--- src/inc/repair_hdr_defines.svh ---
/*
  Offsets, field positions, reset values and fixed codes of the repair
  header builder. Assumes inclusion by bare name from design and bench files.
*/
`ifndef REPAIR_HDR_DEFINES_SVH
`define REPAIR_HDR_DEFINES_SVH

// Register byte offsets
`define REG_CTRL 12'h000
`define REG_BLOCK 12'h004
`define REG_PTYPE 12'h008
`define REG_SEED 12'h00c
`define REG_STATUS 12'h010
`define REG_SEQ 12'h014
`define REG_SSRC 12'h018
`define REG_TIME 12'h01c

// Control bits
`define CTRL_ENABLE 0
`define CTRL_RESEED 1
`define CTRL_COLLIDE 2

// Header constants
`define RTP_VERSION 2'h2
`define CODE_KIND_XOR 3'h0
`define FEC_HDR_OCTETS 5'h10
`define RTP_HDR_OCTETS 5'h0c
`define FRAME_OCTETS 6'h1c
`define LFSR_TAPS 32'h80200003
`define LFSR_RESET 32'h1d872b41
`define COUNT_ZERO 8'h00

// Response codes
`define RESP_OKAY 2'h0
`define RESP_SLVERR 2'h2

`endif

--- src/inc/repair_hdr_pkg.sv ---
/*
  Types of the repair header builder: the per-packet protected-field summary
  and the byte stream beat. Assumes the defines header is available.
*/
`default_nettype none
package repair_hdr_pkg;

  // Fields of one source packet that the repair packet protects
  typedef struct packed {
    logic padding;
    logic extension;
    logic [3:0] csrc_count;
    logic marker;
    logic [6:0] ptype;
    logic [15:0] seq;
    logic [31:0] stamp;
    logic [15:0] length;
  } src_fields_t;

  // One byte of the outgoing header stream
  typedef struct packed {
    logic [7:0] data;
    logic last;
  } beat_t;

  typedef enum logic [1:0] {
    ST_IDLE = 2'b00,
    ST_COLLECT = 2'b01,
    ST_EMIT = 2'b10
  } build_state_t;

endpackage
`default_nettype wire

--- src/repair_hdr_builder.sv ---
/*
  Repair packet header builder: folds the protected header fields of the
  source packets of one column by XOR and streams a 12-octet RTP header and
  a 16-octet FEC header, one byte a cycle. Registers over AXI4-Lite.
  Assumes a source-side parser presents one src_fields_t per source packet
  and that the parity payload engine appends the payload after last.
*/
`default_nettype none
`include "repair_hdr_defines.svh"

module repair_hdr_builder
  import repair_hdr_pkg::*;
#(
  parameter int ADDR_W = 12
) (
  // Clock and reset
  input wire logic core_clk_i,
  input wire logic rst_i,
  // AXI4-Lite slave
  input wire logic [ADDR_W-1:0] s_awaddr_i,
  input wire logic s_awvalid_i,
  output logic s_awready_o,
  input wire logic [31:0] s_wdata_i,
  input wire logic [3:0] s_wstrb_i,
  input wire logic s_wvalid_i,
  output logic s_wready_o,
  output logic [1:0] s_bresp_o,
  output logic s_bvalid_o,
  input wire logic s_bready_i,
  input wire logic [ADDR_W-1:0] s_araddr_i,
  input wire logic s_arvalid_i,
  output logic s_arready_o,
  output logic [31:0] s_rdata_o,
  output logic [1:0] s_rresp_o,
  output logic s_rvalid_o,
  input wire logic s_rready_i,
  // Source packet field summaries
  input wire src_fields_t src_fields_i,
  input wire logic src_valid_i,
  output logic src_ready_o,
  // Repair header byte stream
  output beat_t hdr_beat_o,
  output logic hdr_valid_o,
  input wire logic hdr_ready_i
);

  ////////////////////////////////////////////////////////////////////////////
  // Helpers

  function automatic logic [31:0] lfsr_step(input logic [31:0] v);
    lfsr_step = {v[30:0], 1'b0} ^ (v[31] ? `LFSR_TAPS : 32'h00000000);
  endfunction

  // Wrap-aware "a precedes b" for 16-bit sequence numbers
  function automatic logic seq_before(input logic [15:0] a, input logic [15:0] b);
    logic [15:0] d;
    d = b - a;
    seq_before = (d != 16'h0000) && !d[15];
  endfunction

  function automatic logic [31:0] apply_strb(input logic [31:0] old_v,
                                             input logic [31:0] new_v,
                                             input logic [3:0] strb);
    for (int i = 0; i < 4; i++) begin
      apply_strb[i*8 +: 8] = strb[i] ? new_v[i*8 +: 8] : old_v[i*8 +: 8];
    end
  endfunction

  ////////////////////////////////////////////////////////////////////////////
  // Registers

  logic [31:0] ctrl_r;
  logic [31:0] block_r;
  logic [31:0] ptype_r;
  logic [31:0] seed_r;
  logic [31:0] time_r;
  logic [31:0] lfsr_r;
  logic [15:0] seq_r;
  logic [31:0] ssrc_r;
  logic cfg_err_r;
  logic [15:0] sent_r;

  logic [ADDR_W-1:0] awaddr_r;
  logic aw_held_r;
  logic [31:0] wdata_r;
  logic [3:0] wstrb_r;
  logic w_held_r;

  wire logic [7:0] col_count = block_r[7:0];
  wire logic [7:0] row_count = block_r[15:8];
  wire logic cfg_ok = (col_count != `COUNT_ZERO) && (row_count != `COUNT_ZERO);
  wire logic enabled = ctrl_r[`CTRL_ENABLE];

  wire logic aw_take = s_awvalid_i && s_awready_o;
  wire logic w_take = s_wvalid_i && s_wready_o;
  wire logic wr_fire = aw_held_r && w_held_r && !s_bvalid_o;
  wire logic wr_ctrl = wr_fire && (awaddr_r == `REG_CTRL);
  wire logic wr_block = wr_fire && (awaddr_r == `REG_BLOCK);
  wire logic wr_ptype = wr_fire && (awaddr_r == `REG_PTYPE);
  wire logic wr_seed = wr_fire && (awaddr_r == `REG_SEED);
  wire logic wr_map = wr_ctrl || wr_block || wr_ptype || wr_seed
                      || (awaddr_r == `REG_STATUS) || (awaddr_r == `REG_SEQ)
                      || (awaddr_r == `REG_SSRC) || (awaddr_r == `REG_TIME);
  wire logic [31:0] wr_val_ctrl = apply_strb(ctrl_r, wdata_r, wstrb_r);
  wire logic reseed_req = wr_ctrl && wr_val_ctrl[`CTRL_RESEED];
  wire logic collide_req = wr_ctrl && wr_val_ctrl[`CTRL_COLLIDE];
  wire logic [31:0] wr_val_block = apply_strb(block_r, wdata_r, wstrb_r);
  wire logic [31:0] wr_val_ptype = apply_strb(ptype_r, wdata_r, wstrb_r);

  ////////////////////////////////////////////////////////////////////////////
  // Write channel: address and data taken in either order

  always_ff @(posedge core_clk_i or posedge rst_i) begin
    if (rst_i) begin
      aw_held_r <= 1'b0;
      w_held_r <= 1'b0;
      awaddr_r <= '0;
      wdata_r <= 32'h00000000;
      wstrb_r <= 4'h0;
      s_bvalid_o <= 1'b0;
      s_bresp_o <= `RESP_OKAY;
    end else begin
      if (aw_take) begin
        aw_held_r <= 1'b1;
        awaddr_r <= s_awaddr_i;
      end
      if (w_take) begin
        w_held_r <= 1'b1;
        wdata_r <= s_wdata_i;
        wstrb_r <= s_wstrb_i;
      end
      if (wr_fire) begin
        aw_held_r <= 1'b0;
        w_held_r <= 1'b0;
        s_bvalid_o <= 1'b1;
        s_bresp_o <= wr_map ? `RESP_OKAY : `RESP_SLVERR;
      end else if (s_bvalid_o && s_bready_i) begin
        s_bvalid_o <= 1'b0;
      end
    end
  end

  always_comb begin
    s_awready_o = !aw_held_r && !s_bvalid_o;
    s_wready_o = !w_held_r && !s_bvalid_o;
  end

  // Self-clearing command bits are not stored; only enable persists
  always_ff @(posedge core_clk_i or posedge rst_i) begin
    if (rst_i) begin
      ctrl_r <= 32'h00000000;
      block_r <= 32'h00000000;
      ptype_r <= 32'h00000000;
      seed_r <= 32'h00000000;
    end else begin
      if (wr_ctrl) begin
        ctrl_r <= {31'h00000000, wr_val_ctrl[`CTRL_ENABLE]};
      end
      if (wr_block) begin
        block_r <= {16'h0000, wr_val_block[15:0]};
      end
      if (wr_ptype) begin
        ptype_r <= {25'h0000000, wr_val_ptype[6:0]};
      end
      if (wr_seed) begin
        seed_r <= apply_strb(seed_r, wdata_r, wstrb_r);
      end
    end
  end

  ////////////////////////////////////////////////////////////////////////////
  // Read channel

  logic [31:0] rd_mux;
  logic rd_hit;
  always_comb begin
    rd_hit = 1'b1;
    unique case (s_araddr_i)
      `REG_CTRL: rd_mux = ctrl_r;
      `REG_BLOCK: rd_mux = block_r;
      `REG_PTYPE: rd_mux = ptype_r;
      `REG_SEED: rd_mux = seed_r;
      `REG_STATUS: rd_mux = {sent_r, 15'h0000, cfg_err_r};
      `REG_SEQ: rd_mux = {16'h0000, seq_r};
      `REG_SSRC: rd_mux = ssrc_r;
      `REG_TIME: rd_mux = time_r;
      default: begin
        rd_mux = 32'h00000000;
        rd_hit = 1'b0;
      end
    endcase
  end

  always_ff @(posedge core_clk_i or posedge rst_i) begin
    if (rst_i) begin
      s_rvalid_o <= 1'b0;
      s_rdata_o <= 32'h00000000;
      s_rresp_o <= `RESP_OKAY;
    end else if (s_arvalid_i && s_arready_o) begin
      s_rvalid_o <= 1'b1;
      s_rdata_o <= rd_mux;
      s_rresp_o <= rd_hit ? `RESP_OKAY : `RESP_SLVERR;
    end else if (s_rvalid_o && s_rready_i) begin
      s_rvalid_o <= 1'b0;
    end
  end

  always_comb begin
    s_arready_o = !s_rvalid_o;
  end

  ////////////////////////////////////////////////////////////////////////////
  // Free-running entropy and transmission clock

  // The LFSR runs every cycle, so its state at software's reseed request
  // depends on boot timing and the seed; that is the source of randomness.
  always_ff @(posedge core_clk_i or posedge rst_i) begin
    if (rst_i) begin
      lfsr_r <= `LFSR_RESET;
      time_r <= 32'h00000000;
    end else begin
      lfsr_r <= wr_seed ? (lfsr_step(lfsr_r) ^ wdata_r) : lfsr_step(lfsr_r);
      time_r <= time_r + 32'h00000001;
    end
  end

  ////////////////////////////////////////////////////////////////////////////
  // Column accumulation and header emission

  build_state_t state_r, state_nxt;
  src_fields_t acc_r;
  logic [15:0] base_r;
  logic [31:0] tx_time_r;
  logic [7:0] rows_seen_r;
  logic [4:0] byte_idx_r;
  logic [7:0] hdr_bytes [0:27];

  wire logic src_take = src_valid_i && src_ready_o;
  wire logic last_row = (rows_seen_r + 8'h01) == row_count;
  wire logic beat_take = hdr_valid_o && hdr_ready_i;
  // The parity payload engine starts right after this byte
  wire logic last_byte = byte_idx_r == 5'(`FRAME_OCTETS - 6'h01);

  always_comb begin
    state_nxt = state_r;
    unique case (state_r)
      ST_IDLE: if (enabled && cfg_ok) state_nxt = ST_COLLECT;
      ST_COLLECT: begin
        if (!(enabled && cfg_ok)) begin
          state_nxt = ST_IDLE;
        end else if (src_take && last_row) begin
          state_nxt = ST_EMIT;
        end
      end
      ST_EMIT: if (beat_take && last_byte) state_nxt = enabled && cfg_ok ? ST_COLLECT : ST_IDLE;
      default: state_nxt = ST_IDLE;
    endcase
  end

  always_ff @(posedge core_clk_i or posedge rst_i) begin
    if (rst_i) begin
      state_r <= ST_IDLE;
      cfg_err_r <= 1'b0;
    end else begin
      state_r <= state_nxt;
      cfg_err_r <= enabled && !cfg_ok;
    end
  end

  always_comb begin
    // Gated by config too, so a bad count refuses sources at once
    src_ready_o = (state_r == ST_COLLECT) && enabled && cfg_ok;
  end

  always_ff @(posedge core_clk_i or posedge rst_i) begin
    if (rst_i) begin
      acc_r <= '0;
      base_r <= 16'h0000;
      rows_seen_r <= 8'h00;
      tx_time_r <= 32'h00000000;
    end else if (src_take) begin
      rows_seen_r <= last_row ? 8'h00 : rows_seen_r + 8'h01;
      // Latched once so the four timestamp bytes cannot tear while streaming
      if (last_row) begin
        tx_time_r <= time_r;
      end
      if (rows_seen_r == 8'h00) begin
        acc_r <= src_fields_i;
        base_r <= src_fields_i.seq;
      end else begin
        acc_r <= acc_r ^ src_fields_i;
        if (seq_before(src_fields_i.seq, base_r)) begin
          base_r <= src_fields_i.seq;
        end
      end
    end else if (state_r == ST_IDLE) begin
      // A column cut short by a config change restarts from row zero
      rows_seen_r <= 8'h00;
    end
  end

  // Repair sequence and identifier
  always_ff @(posedge core_clk_i or posedge rst_i) begin
    if (rst_i) begin
      seq_r <= 16'h0000;
      ssrc_r <= 32'h00000000;
      sent_r <= 16'h0000;
    end else begin
      if (reseed_req) begin
        seq_r <= lfsr_r[15:0];
        ssrc_r <= lfsr_r ^ seed_r;
      end else begin
        if (collide_req) begin
          ssrc_r <= lfsr_step(lfsr_r) ^ ssrc_r;
        end
        if (beat_take && last_byte) begin
          seq_r <= seq_r + 16'h0001;
          sent_r <= sent_r + 16'h0001;
        end
      end
    end
  end

  // Header image, big-endian: 12-octet RTP header then 16-octet FEC header.
  // No padding, extension or CSRC octets follow, whatever the flags say.
  wire logic [95:0] rtp_hdr = {`RTP_VERSION, acc_r.padding, acc_r.extension,
                               acc_r.csrc_count, acc_r.marker, ptype_r[6:0],
                               seq_r, tx_time_r, ssrc_r};
  wire logic [127:0] fec_hdr = {base_r, acc_r.length, 1'b1, acc_r.ptype,
                                24'h000000, acc_r.stamp, 1'b0, 1'b0,
                                `CODE_KIND_XOR, 3'h0, col_count, row_count,
                                8'h00};
  wire logic [223:0] hdr_image = {rtp_hdr, fec_hdr};

  always_comb begin
    for (int i = 0; i < 28; i++) begin
      hdr_bytes[i] = hdr_image[223 - i*8 -: 8];
    end
  end

  always_ff @(posedge core_clk_i or posedge rst_i) begin
    if (rst_i) begin
      byte_idx_r <= 5'h00;
      hdr_valid_o <= 1'b0;
      hdr_beat_o <= '0;
    end else if (state_r == ST_EMIT) begin
      if (!hdr_valid_o) begin
        hdr_valid_o <= 1'b1;
        hdr_beat_o <= '{data: hdr_bytes[byte_idx_r], last: last_byte};
      end else if (hdr_ready_i) begin
        if (last_byte) begin
          hdr_valid_o <= 1'b0;
          byte_idx_r <= 5'h00;
        end else begin
          byte_idx_r <= byte_idx_r + 5'h01;
          hdr_beat_o <= '{data: hdr_bytes[byte_idx_r + 5'h01],
                          last: (byte_idx_r + 5'h01) == 5'(`FRAME_OCTETS - 6'h01)};
        end
      end
    end
  end

endmodule
`default_nettype wire

--- config.mk ---
export PLATFORM = sky130hd
export DESIGN_NAME = repair_hdr_builder
export DESIGN_NICKNAME = d
export VERILOG_FILES = /design/src/inc/repair_hdr_pkg.sv /design/src/repair_hdr_builder.sv
export VERILOG_INCLUDE_DIRS = /design/src /design/src/inc
export SDC_FILE = /design/constraint.sdc
export NUM_CORES = 1
export LEC_CHECK = 0
export BUFFER_PORTS_ARGS = -buffer_cell sky130_fd_sc_hd__buf_2
export CAP_MARGIN = 20
export CORE_UTILIZATION = 61
export DETAILED_ROUTE_END_ITERATION = 12
export PLACE_DENSITY = 0.91
export SLEW_MARGIN = 20
export SYNTH_ARGS = -nofsm -noshare
export SYNTH_HDL_FRONTEND = slang
export SYNTH_SLANG_ARGS = --single-unit
export TNS_END_PERCENT = 30
--- constraint.sdc ---
create_clock -name core_clk_i -period 14.8 [get_ports core_clk_i]
set_clock_uncertainty 0.15 [all_clocks]
set_input_delay 2.22 -clock core_clk_i [delete_from_list [all_inputs] [get_ports core_clk_i]]
set_output_delay 2.22 -clock core_clk_i [all_outputs]
set_load 0.03 [all_outputs]
Word-level counts from Yosys, hierarchy flattened
Cells that the tools add are included.
- bits in registers: 424
- latch bits: 0
- RAM bits: 0
- bits in read-only memories: 0
- input bits: 147
- output and inout port bits: 52
- word-level logic and storage cells: 192
- memories: 0
- add/subtract/negate cells: 6
- multiply operators: 0
- div/mod/pow operators: 0
- magnitude comparators: 2
- eq/ne operators: 24
- shifts and indexed selects: 0
- multiplexer cells: 44
- bitwise operators: 8
- reductions and logical operators: 68
- operator list (operator ; count):
    $pmux W32 S8 ; 1
    $mux W32 ; 4
    $xor A32 B32 Y32 ; 4
    $eq A12 B5 Y1 const B ; 8
    $bmux W8 S5 ; 2
    $mux W78 ; 1
    $xor A78 B78 Y78 ; 1
    $mux W16 ; 4
    $mux W8 ; 7
    $eq A12 B4 Y1 const B ; 4
    $add A16 B1 Y16 const B ; 2
    $add A32 B1 Y32 const B ; 1
    $mux W9 ; 3
    $logic_and A1 B1 Y1 ; 25
    $eq A12 B3 Y1 const B ; 2
    $logic_not A12 Y1 ; 2
    $reduce_and A2 Y1 ; 11
    $reduce_bool A16 Y1 ; 1
    $reduce_bool A2 Y1 ; 8
    $reduce_bool A8 Y1 ; 2
    $sub A16 B16 Y16 ; 1
    $mux W1 ; 13
    $ge A6 B6 Y1 const B ; 2
    $mux W2 ; 6
    20 further kinds ; 37

Longest topological paths before layout
- word-level depth: 11
- depth in mapped cells: 15
- gate-level depth less buffers: 11

Worst setup path before layout
Ideal clock, no wire load.
- kind: in2reg
- start point: in src_fields_i[48] in the netlist's numbering
- end point: reg base_r[10]
- library setup time: 0.133 ns
- data arrival time: 4.699 ns
- data required time: 14.517 ns
- path slack: 9.818 ns
- stages: 12
- buffers on the path: 2
- cell sequence: ha_1 > fa_1 > nand2b_1 > a21oi_1 > o211ai_2 > a21o_2 > mux2i_1 > or4_1 > clkbuf_2 > buf_6 > o2111ai_1 > o211ai_2
- cells in the longest elaborated chain, start to end: 5
- elaborated cells between the ends (all ways): 6
- those cells by class: add/sub (1); reduce/logical (5)
- ends and longest elaborated chain (element ; line ; RTL):
    start: declaration ; repair_hdr_builder.sv:38 ; input wire src_fields_t src_fields_i,
    $sub A16 B16 Y16 (*) ; repair_hdr_builder.sv:57 ; d = b - a;
    $reduce_bool A16 Y1 / $logic_not A1 Y1 (equally long branches) ; repair_hdr_builder.sv:58 ; seq_before = (d != 16'h0000) && !d[15];
    $logic_and A1 B1 Y1 (*) ; repair_hdr_builder.sv:58 ;
    $reduce_bool A2 Y1 (no source line) (*) ; - ;
    $reduce_and A2 Y1 (no source line) (*) ; - ;
    end signal: assignment ; repair_hdr_builder.sv:289 ; base_r <= src_fields_i.seq;
    end signal: assignment ; repair_hdr_builder.sv:293 ; base_r <= src_fields_i.seq;
    end: declaration ; repair_hdr_builder.sv:232 ; logic [15:0] base_r;
Mark *: on every way between the ends. The rest lies on a longest branch, timed or not.
A chain may end at the register's enable or synchronous reset.

Worst setup path in the final report
- start point: in src_fields_i[48] in the netlist's numbering
- end point: reg base_r[0]
- cells in the longest elaborated chain, start to end: 5
- elaborated cells between the ends (all ways): 8
- those cells by class: add/sub (1); mux (2); reduce/logical (5)
- ends and longest elaborated chain (element ; line):
    $sub A16 B16 Y16 ; repair_hdr_builder.sv:57
    $reduce_bool A16 Y1 / $logic_not A1 Y1 (equally long branches) ; repair_hdr_builder.sv:58
    $logic_and A1 B1 Y1 ; repair_hdr_builder.sv:58
    $reduce_bool A2 Y1 (no source line) ; -
    $reduce_and A2 Y1 (no source line) ; -
Parallel ways exist; a longest one is shown, timed or not. The select of a mux whose other input is x is not followed.

==> results.md <==
* Num CTS Buffers at 43
* Static Leak at 10.9 nW
* CTS root buf: clkbuf_16
* Number of H-tree levels at 2
* Drt wl/cell at 25.1 um
* Critical path fanouts, max at 16
* I/O Pins at 199
* Antenna violations before repair at 3
* Clock power share at 39.3%
* Final Cycle Share at 33.8%
* Crit-path slowest cell: a311oi_4
* Area contributors post-synth: dfrtp_1, mux4_2, xor2_1
* FF-to-FF End: hdr_beat_o[5]$_DFFE_PP0P_
* Status: finished clean
* Int Power at 2.11 mW
* CP Capture Type: flop
* Synth Flop Type: dfrtp_1
* WP data arrival at 5260 ps
* Combinational share of power at 12.2%
* Number of global-route vias before repair at 17,800
* Number of remaining DRC errors at 0
* R2R Setup Slk at 10,490 ps
* Pre-CTS WS at 9270 ps
* Post-DR vias/cell at 6.66
* Cell breakdown of the critical path: buf_2 > ha_1 > fa_1 > nand2b_1 > a21oi_1 > o211ai_2 > a21o_2 > nor4_1 > and4bb_2 > a311oi_4 > o311ai_0
* DRT iter0 DRCs at 2,097
* GRT Overall Usage at 36.5%
* Non-filler cells in the finished layout at 2,681
* CTS resizes at 0
* Mean Syn Cell Area at 11.0 um2
* Grt ovf at 0
* Max Fclk at 200 MHz
* Yosys warnings at 0
* Worst-Skew Late Latency at 590 ps
* Layout area overhead at 12.2%
* Routed WL at 67.4 mm
* Buffer and inverter count on the worst path at 1
* Reg2reg path depth at 8
* CP endpoint: base_r[0]$_DFFE_PP0P_
* Sink Count at 406
* TritonCTS clock tree: done
* Vias at 17,900
* Clk slew on worst S/H paths at 60 ps
* Reg2reg start: byte_idx_r[0]$_DFFE_PP0P_
* Power Density at 116 nW/um2
* Critical path depth in cells at 11
* Final HPWL DP at 47.0 mm
* Post-CTS Setup Bufs at 0
* Std-Cell Rows at 69
* Maxcap violations at 0
* GP Congestion at 1.01
* Cell total after placement at 2,598
* Die width at 194 um
* Post-CTS Hold Buffers at 0
* Setup TNS at 0 ps
* Mapped cell area at 22,400 um2
* Cells after Synth at 2,044
* Worst min-delay path class: flop to flop
* Core Area at 35,800 um2
* I/O Buffers at 196
* Sequential power share at 48.5%
* Final net count at 2,354
* Final worst setup slack at 9800 ps
* Switching power at 0.815 mW
* Crit-path max cell delay at 690 ps
* Largest net degree at the start of global routing at 193
* Largest delay contributor family on the critical path: compound AO/OA/AOI/OAI gates
* Shortest period the worst path allows at 5000 ps
* Worst Tran Pin Value at 1160 ps
* FFs w/ async S/R, synth at 100%
* Critical path launch point type: primary input
* Area leader, netlist: dfrtp_1
* Relative slew slack at 22.3%
* Worst setup path class: primary input to flop
* CP required at 15,060 ps
* Final Setup Violations at 0
* CP Launch Point: src_fields_i[48]
* Hold_ws at 323 ps
* Final hold vios at 0
* Layout cell share with drive strength beyond 1 at 25.4%
* Remaining antenna violation count after routing at 0
* Register area share after synthesis at 45.5%
* Maximum buffer depth of the clock tree at 3
* DR pass1 iterations at 7
* DIE HEIGHT at 194 um
* Fin. max-slew vios at 0
* Switching share of power at 27.9%
* Global-route wire length before repair at 105 mm
* Library cells used by synthesis at 77
* Peak supply drop at 0.144 mV
* RSZ-0062 raised after global routing: no
* Total Die Area at 37,500 um2
* Seq cells post-synth at 406
* Share of the synthesized area in the top cell type at 43.8%
* Post-synth EDFFs at 0
* Initial Util at 62.5%
* Tot Pwr at 2.92 mW
==> logic make-up after synthesis <==
group / after synthesis / synth area share [%]
other: 1 / 0.0168
AND/OR/NAND/NOR: 609 / 12.2
buffers and inverters: 162 / 3.31
AO/OA/AOI/OAI: 349 / 10.6
flip-flops: 406 / 45.5
multiplexers: 247 / 17.4
XOR/XNOR: 245 / 9.59
adder cells (fa/ha/maj): 25 / 1.42
==> worst min-delay path: cells and delay by family, from the launching register on <==
family           cells  cell delay (ps)
DFF                  1              340
and+or+nand+nor      2              100
==> synth_stat cells, types with 4 or more instances <==
| cell type | number |
|---|---|
| nand2b_1 | 14 |
| or4_1 | 4 |
| and4_1 | 5 |
| a31oi_1 | 31 |
| xnor2_1 | 81 |
| buf_1 | 22 |
| o22ai_1 | 13 |
| o2111ai_1 | 20 |
| clkbuf_1 | 59 |
| inv_1 | 36 |
| mux2_4 | 29 |
| buf_2 | 32 |
| a221oi_1 | 17 |
| buf_4 | 5 |
| xor2_1 | 164 |
| a222oi_1 | 6 |
| o2bb2ai_1 | 4 |
| o211ai_2 | 4 |
| ha_1 | 23 |
| nand2_1 | 312 |
| a22oi_1 | 71 |
| o21ai_0 | 46 |
| mux4_2 | 90 |
| dfstp_2 | 14 |
| and3_1 | 21 |
| a21oi_1 | 79 |
| o211ai_1 | 15 |
| mux2i_1 | 13 |
| mux2_2 | 115 |
| and2_1 | 10 |
| nor2_1 | 126 |
| nor3b_1 | 5 |
| nor4_1 | 9 |
| a211oi_1 | 4 |
| a21o_1 | 12 |
| nor2b_1 | 7 |
| nand4_1 | 20 |
| dfrtp_1 | 392 |
| nor3_1 | 17 |
| nand3_1 | 36 |
==> stage by stage <==
| stage | cell area, um2 | utilization, % |
|---|---|---|
| after floorplan | 22400 | - |
| after global placement | 23600 | 65.7 |
| after detailed placement | 23600 | 65.8 |
| after CTS | 25100 | 70.0 |
| after global routing | 25100 | 70.1 |
| final | 25100 | 70.1 |
==> metal layers <==
metal | track usage, % | up-vias | wire length, um
met3 | 11.4 | 229 | 8030
met1 | 48.0 | 8919 | 25200
met5 | 0 | - | 8
li1 | - | 7617 | -
met4 | 17.9 | 2 | 3480
met2 | 55.1 | 1092 | 30800
==> registers in the layout, summed over array words and instances, names as in the netlist, 9 cells and up <==
name,flops
acc_r,62
lfsr_r,32
s_rdata_o,32
seed_r,32
ssrc_r,32
time_r,32
tx_time_r,32
wdata_r,32
base_r,16
block_r,16
sent_r,16
seq_r,16
awaddr_r,12
hdr_beat_o,9
==> layout make-up <==
cell class	instances	area, um2
Timing Repair Buffer	219	1190
Inverter	36	143
Sequential cell	406	10200
Antenna cell	3	7.51
Multi-Input combinational cell	1477	11500
Clock buffer	63	1250
Tap cell	461	577
Fill cell	2375	10700
Clock inverter	16	249
==> power by group through the flow <==
stage	clock [mW]	sequential, mW	combinational (mW)
3_3_place_gp	0	1.41	0.335
5_1_grt	1.20	1.43	0.390
3_5_place_dp	0	1.43	0.351
4_1_cts	1.16	1.41	0.358
2_1_floorplan	0	1.39	0.247
6_report	1.15	1.42	0.357
==> layout by cell type (no fill, tap or decap), types with 71 or more instances in the layout <==
cell	instances
nor2_1	126
nand2_1	312
xor2_1	163
a22oi_1	71
mux2_2	115
xnor2_1	80
mux4_2	90
buf_2	196
a21oi_1	79
dfrtp_1	390
==> how the worst min path moves through the flow <==
stage                              startpoint  slack, ps  depth (start not counted)                   endpoint
floorplan              sent_r[15]$_DFFE_PP0P_        300                          1     sent_r[15]$_DFFE_PP0P_
global placement    hdr_beat_o[0]$_DFFE_PP0P_        310                          2  hdr_beat_o[0]$_DFFE_PP0P_
global route        hdr_beat_o[0]$_DFFE_PP0P_        350                          2  hdr_beat_o[0]$_DFFE_PP0P_
detailed placement   s_bresp_o[1]$_DFFE_PP0P_        310                          1   s_bresp_o[1]$_DFFE_PP0P_
finish              hdr_beat_o[0]$_DFFE_PP0P_        320                          2  hdr_beat_o[0]$_DFFE_PP0P_
CTS                  s_rdata_o[7]$_DFFE_PP0P_        330                          1   s_rdata_o[7]$_DFFE_PP0P_
Note: power is estimated with default switching activity, not from simulation.
